`src/include/dpw_pkg.sv`:
```
`default_nettype none
package dpw_pkg;
  // ============================================================
  // Code width and presets
  localparam int          CODE_W      = 6;
  localparam logic [5:0]  CODE_HALF   = 6'h20;
  localparam logic [5:0]  CODE_FULL   = 6'h3f;
  localparam logic [5:0]  CODE_ZERO   = 6'h00;
  // Cycles after reset release before the one mode decision
  localparam logic [1:0]  MODE_SETTLE = 2'h3;
  // ============================================================
  // Timing, clk at 10 MHz
  localparam longint CLK_HZ          = 10000000;
  localparam longint DEBOUNCE_US     = 12800;
  localparam longint REPEAT_DELAY_MS = 410;
  localparam longint REPEAT_MHZ      = 19500;
  localparam longint PWM_MIN_HZ      = 3000;
  localparam longint DEBOUNCE_CYC    = (CLK_HZ * DEBOUNCE_US + 999999) / 1000000;
  localparam longint DELAY_CYC       = (CLK_HZ * REPEAT_DELAY_MS + 999) / 1000;
  localparam longint REPEAT_CYC      = (CLK_HZ * 1000) / REPEAT_MHZ;
  // PWM slot length in clk cycles; 64 slots give period below 1/3 kHz
  localparam longint PWM_SLOT_CYC    = CLK_HZ / (PWM_MIN_HZ * 64);
  // ============================================================
  // Pin sense states
  typedef enum logic [2:0]
  {
    PIN_LOW  = 3'b001,
    PIN_HIGH = 3'b010,
    PIN_MID  = 3'b100
  } dpw_pin_type;
endpackage : dpw_pkg
`default_nettype wire

```
`src/rtl/dpw_channel.sv`:
```
`timescale 1ns/1ps
`default_nettype none
module dpw_channel
#(
  parameter int DEB_CYC = 128000,
  parameter int DLY_CYC = 4100000,
  parameter int REP_CYC = 512
)
(
  input  wire logic        clk,
  input  wire logic        resetn,
  input  wire logic        run,
  input  wire logic        pulse_mode,
  input  wire logic        pin_hi,
  input  wire logic        pin_lo,
  output logic [5:0]       code
);
  initial
  begin
    if (DEB_CYC < 1 || DLY_CYC < 1 || REP_CYC < 1)
      $error("dpw_channel: counts must be at least one");
  end
  // ============================================================
  // Debounce and repeat state
  logic        hi_prev_reg;
  logic [1:0]  press_reg;
  logic [1:0]  raw;
  logic [31:0] deb_reg;
  logic [31:0] rep_reg;
  logic        held_reg;
  logic        first_reg;
  logic        step_up;
  logic        step_dn;
  logic        tick;

  assign raw = pulse_mode ? 2'b00 : {pin_hi, pin_lo};
  // Repeat timer expiry also fires the first step once debounce completes
  assign tick    = held_reg && (rep_reg == 32'h0);
  assign step_up = run && !pulse_mode && tick && press_reg[1];
  assign step_dn = run && !pulse_mode && tick && press_reg[0];

  always_ff @(posedge clk or negedge resetn)
  begin
    if (!resetn)
    begin
      press_reg <= 2'b00;
      deb_reg   <= 32'h0;
      held_reg  <= 1'b0;
    end
    else if (run)
    begin
      if (raw != press_reg || raw == 2'b00)
      begin
        press_reg <= raw;
        deb_reg   <= 32'h0;
        held_reg  <= 1'b0;
      end
      else if (!held_reg)
      begin
        if (deb_reg >= 32'(DEB_CYC - 1))
          held_reg <= 1'b1;
        else
          deb_reg <= deb_reg + 32'h1;
      end
    end
  end

  always_ff @(posedge clk or negedge resetn)
  begin
    if (!resetn)
    begin
      rep_reg   <= 32'h0;
      first_reg <= 1'b1;
    end
    else if (run)
    begin
      if (!held_reg)
      begin
        rep_reg   <= 32'h0;
        first_reg <= 1'b1;
      end
      else if (tick)
      begin
        rep_reg   <= first_reg ? 32'(DLY_CYC - 1) : 32'(REP_CYC - 1);
        first_reg <= 1'b0;
      end
      else
        rep_reg <= rep_reg - 32'h1;
    end
  end

  // Edge memory follows the pin even while idle, so a level held since
  // power-up or through shutdown never counts as a fresh edge
  always_ff @(posedge clk or negedge resetn)
  begin
    if (!resetn)
      hi_prev_reg <= 1'b0;
    else
      hi_prev_reg <= pin_hi;
  end

  // ============================================================
  // Code counter
  always_ff @(posedge clk or negedge resetn)
  begin
    if (!resetn)
      code <= dpw_pkg::CODE_HALF;
    else if (run)
    begin
      if (pulse_mode && pin_hi && !hi_prev_reg)
        code <= code + 6'h01;
      else if (step_up && code != dpw_pkg::CODE_FULL)
        code <= code + 6'h01;
      else if (step_dn && code != dpw_pkg::CODE_ZERO)
        code <= code - 6'h01;
    end
  end
endmodule : dpw_channel
`default_nettype wire

```
`src/rtl/dpw_ctrl.sv`:
```
`timescale 1ns/1ps
`default_nettype none
// Contract
// - Any driven count pin at power-up selects pulse mode until power-on reset.
// - Both pins floating: keep sense network, resolve high, low, middle per pin.
// - Any pin driven at power-up: disconnect sense network, plain logic inputs.
// - Both channels share one mode; mixed float and driven gives pulse mode.
// - Each pulse-mode rising edge increments only that channel by one.
// - Pulse-mode increment from full scale wraps to zero.
// - Pushbutton high press increments, saturating at full scale.
// - Pushbutton low press decrements, saturating at zero.
// - Pushbutton inputs debounced 12.8 ms before a press counts.
// - Held press repeats after 410 ms at 19.5 Hz until release.
// - Low shutdown input stops all normal activity.
// - Codes kept through shutdown and resumed on release.
// - Power-up presets both counters to half scale.
// - Both PWM outputs high impedance while shut down.
// - PWM duty is code over 64, sixty-four equal steps.
// - PWM repetition frequency stays above 3 kHz.
module dpw_ctrl
#(
  parameter int DEB_CYC  = int'(dpw_pkg::DEBOUNCE_CYC),
  parameter int DLY_CYC  = int'(dpw_pkg::DELAY_CYC),
  parameter int REP_CYC  = int'(dpw_pkg::REPEAT_CYC),
  parameter int SLOT_CYC = int'(dpw_pkg::PWM_SLOT_CYC)
)
(
  input  wire logic  clk,
  input  wire logic  resetn,
  input  wire logic  shutdown_n,
  input  wire logic  chan1_count_input,
  input  wire logic  chan2_count_input,
  input  wire logic  chan1_sense_up,
  input  wire logic  chan1_sense_dn,
  input  wire logic  chan2_sense_up,
  input  wire logic  chan2_sense_dn,
  output logic       sense_connect,
  output logic       pulse_mode,
  output logic       chan1_pwm_output,
  output logic       chan1_pwm_oe_n,
  output logic       chan2_pwm_output,
  output logic       chan2_pwm_oe_n,
  output logic [5:0] chan1_code,
  output logic [5:0] chan2_code
);
  initial
  begin
    if (SLOT_CYC < 1)
      $error("dpw_ctrl: SLOT_CYC must be at least one");
    // Slot counter is sixteen bits wide
    if (SLOT_CYC > 65536)
      $error("dpw_ctrl: SLOT_CYC must fit the slot counter");
  end
  // ============================================================
  // Input synchronisers
  logic [6:0] s1_reg;
  logic [6:0] s2_reg;
  always_ff @(posedge clk or negedge resetn)
  begin
    if (!resetn)
    begin
      s1_reg <= 7'h00;
      s2_reg <= 7'h00;
    end
    else
    begin
      s1_reg <= {shutdown_n, chan1_count_input, chan2_count_input, chan1_sense_up,
                 chan1_sense_dn, chan2_sense_up, chan2_sense_dn};
      s2_reg <= s1_reg;
    end
  end
  logic run;
  logic c1;
  logic c2;
  assign run = s2_reg[6];
  assign c1  = s2_reg[5];
  assign c2  = s2_reg[4];

  // Sense pair: up-biased and down-biased reads; disagreement means floating
  function automatic dpw_pkg::dpw_pin_type sense(input logic up, input logic dn);
    if (up && dn)
      sense = dpw_pkg::PIN_HIGH;
    else if (!up && !dn)
      sense = dpw_pkg::PIN_LOW;
    else
      sense = dpw_pkg::PIN_MID;
  endfunction : sense

  dpw_pkg::dpw_pin_type p1;
  dpw_pkg::dpw_pin_type p2;
  assign p1 = sense(s2_reg[3], s2_reg[2]);
  assign p2 = sense(s2_reg[1], s2_reg[0]);

  // ============================================================
  // Mode detect, one decision after reset release
  logic [1:0] wait_reg;
  logic       decided_reg;
  always_ff @(posedge clk or negedge resetn)
  begin
    if (!resetn)
    begin
      wait_reg      <= 2'h0;
      decided_reg   <= 1'b0;
      pulse_mode    <= 1'b0;
      sense_connect <= 1'b1;
    end
    else if (!decided_reg)
    begin
      // Wait for synchronisers to fill before sampling
      if (wait_reg != dpw_pkg::MODE_SETTLE)
        wait_reg <= wait_reg + 2'h1;
      else
      begin
        decided_reg <= 1'b1;
        if (p1 != dpw_pkg::PIN_MID || p2 != dpw_pkg::PIN_MID)
        begin
          pulse_mode    <= 1'b1;
          sense_connect <= 1'b0;
        end
        else
          sense_connect <= 1'b1;
      end
    end
  end

  logic go;
  assign go = run && decided_reg;

  // Pulse mode reads the plain pin; pushbutton mode reads the sense pair
  logic hi1;
  logic lo1;
  logic hi2;
  logic lo2;
  assign hi1 = pulse_mode ? c1 : (p1 == dpw_pkg::PIN_HIGH);
  assign lo1 = !pulse_mode && (p1 == dpw_pkg::PIN_LOW);
  assign hi2 = pulse_mode ? c2 : (p2 == dpw_pkg::PIN_HIGH);
  assign lo2 = !pulse_mode && (p2 == dpw_pkg::PIN_LOW);

  // ============================================================
  // Channels; in pushbutton mode high and low come from three-state sense
  dpw_channel
  #(
    .DEB_CYC (DEB_CYC),
    .DLY_CYC (DLY_CYC),
    .REP_CYC (REP_CYC)
  )
  u_ch1
  (
    .clk        (clk),
    .resetn     (resetn),
    .run        (go),
    .pulse_mode (pulse_mode),
    .pin_hi     (hi1),
    .pin_lo     (lo1),
    .code       (chan1_code)
  );

  dpw_channel
  #(
    .DEB_CYC (DEB_CYC),
    .DLY_CYC (DLY_CYC),
    .REP_CYC (REP_CYC)
  )
  u_ch2
  (
    .clk        (clk),
    .resetn     (resetn),
    .run        (go),
    .pulse_mode (pulse_mode),
    .pin_hi     (hi2),
    .pin_lo     (lo2),
    .code       (chan2_code)
  );

  // ============================================================
  // PWM timebase
  logic [15:0] slot_reg;
  logic [5:0]  phase_reg;
  always_ff @(posedge clk or negedge resetn)
  begin
    if (!resetn)
    begin
      slot_reg  <= 16'h0;
      phase_reg <= 6'h00;
    end
    else if (run)
    begin
      if (slot_reg >= 16'(SLOT_CYC - 1))
      begin
        slot_reg  <= 16'h0;
        phase_reg <= phase_reg + 6'h01;
      end
      else
        slot_reg <= slot_reg + 16'h1;
    end
  end

  always_ff @(posedge clk or negedge resetn)
  begin
    if (!resetn)
    begin
      chan1_pwm_output <= 1'b0;
      chan2_pwm_output <= 1'b0;
      chan1_pwm_oe_n   <= 1'b1;
      chan2_pwm_oe_n   <= 1'b1;
    end
    else
    begin
      chan1_pwm_output <= run && (phase_reg < chan1_code);
      chan2_pwm_output <= run && (phase_reg < chan2_code);
      chan1_pwm_oe_n   <= !run;
      chan2_pwm_oe_n   <= !run;
    end
  end
endmodule : dpw_ctrl
`default_nettype wire

```
`config.mk`:
```
export PLATFORM = sky130hd
export DESIGN_NAME = dpw_ctrl
export DESIGN_NICKNAME = d
export VERILOG_FILES = /design/src/include/dpw_pkg.sv /design/src/rtl/dpw_channel.sv /design/src/rtl/dpw_ctrl.sv
export SDC_FILE = /design/constraint.sdc
export NUM_CORES = 1
export LEC_CHECK = 0
export ABC_AREA = 0
export BUFFER_PORTS_ARGS = -buffer_cell sky130_fd_sc_hd__buf_2
export CELL_PAD_IN_SITES_DETAIL_PLACEMENT = 1
export CELL_PAD_IN_SITES_GLOBAL_PLACEMENT = 1
export CORE_AREA = 4 4 206 168
export CTS_CLUSTER_SIZE = 12
export DETAILED_ROUTE_END_ITERATION = 8
export DIE_AREA = 0 0 210 172
export PLACE_DENSITY_LB_ADDON = 0.1
export RECOVER_POWER = 25
export SETUP_SLACK_MARGIN = 0.1
export SYNTH_ARGS = -nofsm -noshare
export SYNTH_HDL_FRONTEND = slang
export SYNTH_SLANG_ARGS = --single-unit
```
`constraint.sdc`:
```
create_clock -name clk -period 8.4 [get_ports clk]
set_input_delay 1.26 -clock clk [delete_from_list [all_inputs] [get_ports clk]]
set_output_delay 1.26 -clock clk [all_outputs]
set_load 0.01 [all_outputs]
```
==> results.json <==
{
  "cp.arrival_ps": 3670,
  "fin_cells": 1445,
  "tns_ps": 0,
  "vias_per_cell": 5.06,
  "p_int_mw": 1.66,
  "cts_tree": "built",
  "power.switching_uw": 798,
  "setup_ws_ps": 5020,
  "ys_warn_count": 0,
  "antenna_found_initial": 0,
  "cp.required_ps": 8690,
  "grt_pass1_wl_um": 42200,
  "irDropWorstVdd_uv": 135,
  "num_io_pins": 27,
  "detail_route.first_pass.iterations": 4,
  "cts_root_buf": "clkbuf_16",
  "cts_hold_buf": 0,
  "synth_cell_types": 69,
  "end_kind": "register",
  "drt-total-wl_um": 24700,
  "comb_power_share_pct": 20.8,
  "setup_viol": 0,
  "drt_iter0_markers": 366,
  "met1_length_um": 13500,
  "postCtsSetupRepairBufs": 0,
  "crit_path_top_delay_cell": "a21oi_1",
  "initial_core_util_pct": 29.9,
  "synth_seq_cells": 194,
  "detailroute.wirelength.met2_um": 10500,
  "cts.clk_slew.worst_paths_ps": 70,
  "slew_headroom_pct": 27.8,
  "clkSinkCount": 194,
  "postSynthAreaPerCell_um2": 9.75,
  "place_ws_ps": 4870,
  "htree_levels": 4,
  "synth-edff-count": 0,
  "num_rows": 59,
  "placedCellCount": 1413,
  "maxCapViolations": 0,
  "n_antenna_cell": 0,
  "yosysSeqAreaShare_pct": 50.3,
  "ys_top_cells_by_count": "188 x dfrtp_1, 94 x nor2_1, 83 x nand2_1, 82 x o21ai_0, 37 x a21oi_1",
  "dieArea_um2": 36100,
  "leakage_nw": 4.82,
  "cts_buffer_depth": 2,
  "die_w_um": 210,
  "status": "finished, final reports clean",
  "cts_resized": 0,
  "hold_viol": 0,
  "tightestPinTransition_ps": 1070,
  "worstPathMaxFanout": 11,
  "drc": 0,
  "fin_crit_ps": 3380,
  "postRouteAntennaNets": 0,
  "max_freq_mhz": 296,
  "drive_above_1_share_pct": 10.4,
  "cp-start-kind": "register",
  "area_growth_syn_to_layout_pct": 12.3,
  "grt_max_degree": 93,
  "fillers": 3708,
  "met3_length_um": 495,
  "wl_per_cell_um": 17.1,
  "rsz0062_at_grt": "false",
  "synthTopCellsByArea": "dfrtp_1 49%, o21ai_0 4.2%, nor2_1 3.7%, ha_1 3.5%, nand2_1 3.2%",
  "clock_latency_ps": 450,
  "synth_area_leader_cell": "dfrtp_1",
  "async_flop_share_pct": 100,
  "highest_layer": "met4",
  "utilization_pct": 33.6,
  "clockPowerShare_pct": 34.8,
  "grt_pass1_vias": 7803,
  "critPathMaxStageDelay_ps": 770,
  "power_density_nw_per_um2": 226,
  "p_total_mw": 2.45,
  "placed_area_um2": 10200,
  "period_share_pct": 40.2,
  "hpwl_um": 16500,
  "hold_slack_ps": 352,
  "layout.nets": 1041,
  "swShare_pct": 32.5,
  "r2r_slack_ps": 5020,
  "hp-class": "register to register",
  "grt.overflow.total": 0,
  "synth_top_cell_area_share_pct": 48.7,
  "postLayoutCellArea_um2": 10900,
  "design.core.area_um2": 32300,
  "crit_type": "register to register",
  "io_buffers": 26,
  "slew_violations": 0,
  "die_height_um": 172,
  "synth.most_common_cell": "dfrtp_1",
  "seqPwrFrac_pct": 44.4,
  "cp_cell_sequence": "inv_1 -> ha_1 -> nor4b_1 -> nand3_1 -> or3_1 -> a21oi_1 -> nor2_1",
  "grt_usage_pct": 14.4,
  "synth_area_um2": 9660,
  "num_vias": 7315,
  "fin_worst_skew_ps": 15.7,
  "syn_nets": 1027,
  "synthCells": 991,
  "place.gp.congestion": 0.739,
  "synthFlopType": "dfrtp_1",
  "cts_made_buffers": 17
}
-- metal layers --
metal / global-route usage, % / vias to the layer above
met4: 3.09 / 0
li1: - / 3574
met1: 21.8 / 3682
met2: 21.4 / 43
met5: 0 / -
met3: 2.92 / 16
-- power groups by stage --
stage               Clock [mW]  Sequential, mW  Combinational, mW
floorplan                    0            1.09              0.371
global placement             0            1.11              0.514
detailed placement           0            1.11              0.518
CTS                      0.889            1.09              0.523
global route             0.928            1.10              0.586
finish                   0.854            1.09              0.511
-- area by class of cell --
type / instances / area, µm² / share of cell area [%]
Inverter: 35 / 131 / 1.21
Clock buffer: 18 / 429 / 3.96
Timing Repair Buffer: 38 / 229 / 2.11
Multi-Input combinational cell: 719 / 4490 / 41.4
Sequential cell: 194 / 4860 / 44.8
Clock inverter: 14 / 171 / 1.58
Tap cell: 427 / 534 / 4.92
-- cells in the final DEF, fill, tap and decap left out, types with 5 or more instances in the layout --
cell type and count:
dfrtp_1 188, nor2_1 94, nand2_1 82, o21ai_0 82, a21oi_1 37, inv_1 35
xnor2_1 33, nand3_1 33, nor3_1 32, xor2_1 31, nor2b_1 30, nor4_1 27
ha_1 27, buf_2 25, nand4_1 24, and3_1 17, clkbuf_16 17, o31ai_1 14
or3_1 14, a21o_1 12, buf_4 12, a31oi_1 11, or4_1 9, a211oi_1 7
nand2b_1 6, o41ai_1 6, dfstp_2 6, o21a_1 5, or2_2 5, or4_4 5
inv_6 5
-- final timing paths --
check                      cells after the start                         start                       endpoint
max in group asynchronous                      2                        resetn            s2_reg[5]$_DFF_PN0_
hold / removal                                 0           s1_reg[3]$_DFF_PN0_            s2_reg[3]$_DFF_PN0_
min in group asynchronous                      1                        resetn   u_ch1.deb_reg[5]$_DFFE_PN0P_
hold reg to reg                                0           s1_reg[3]$_DFF_PN0_            s2_reg[3]$_DFF_PN0_
setup / recovery                               7  u_ch1.rep_reg[0]$_DFFE_PN0N_  u_ch1.rep_reg[26]$_DFFE_PN0N_
setup reg to reg                               7  u_ch1.rep_reg[0]$_DFFE_PN0N_  u_ch1.rep_reg[26]$_DFFE_PN0N_
-- worst max-delay path: cells and delay by family, from the launching register on --
family | cells | cell delay (ps)
compound gates | 1 | 770
fa+ha+maj | 1 | 230
buf+inv | 1 | 90
flops | 1 | 400
simple gates | 4 | 1730
-- kinds of logic after synthesis --
group / Yosys count / share of synthesized area, %
simple gates: 404 / 22.0
compound gates: 216 / 14.2
flops: 194 / 50.3
buf+inv: 78 / 3.29
xor+xnor: 64 / 5.80
fa+ha+maj: 27 / 3.50
mux: 8 / 0.880
No activity file was read; power rests on OpenSTA's default activity.
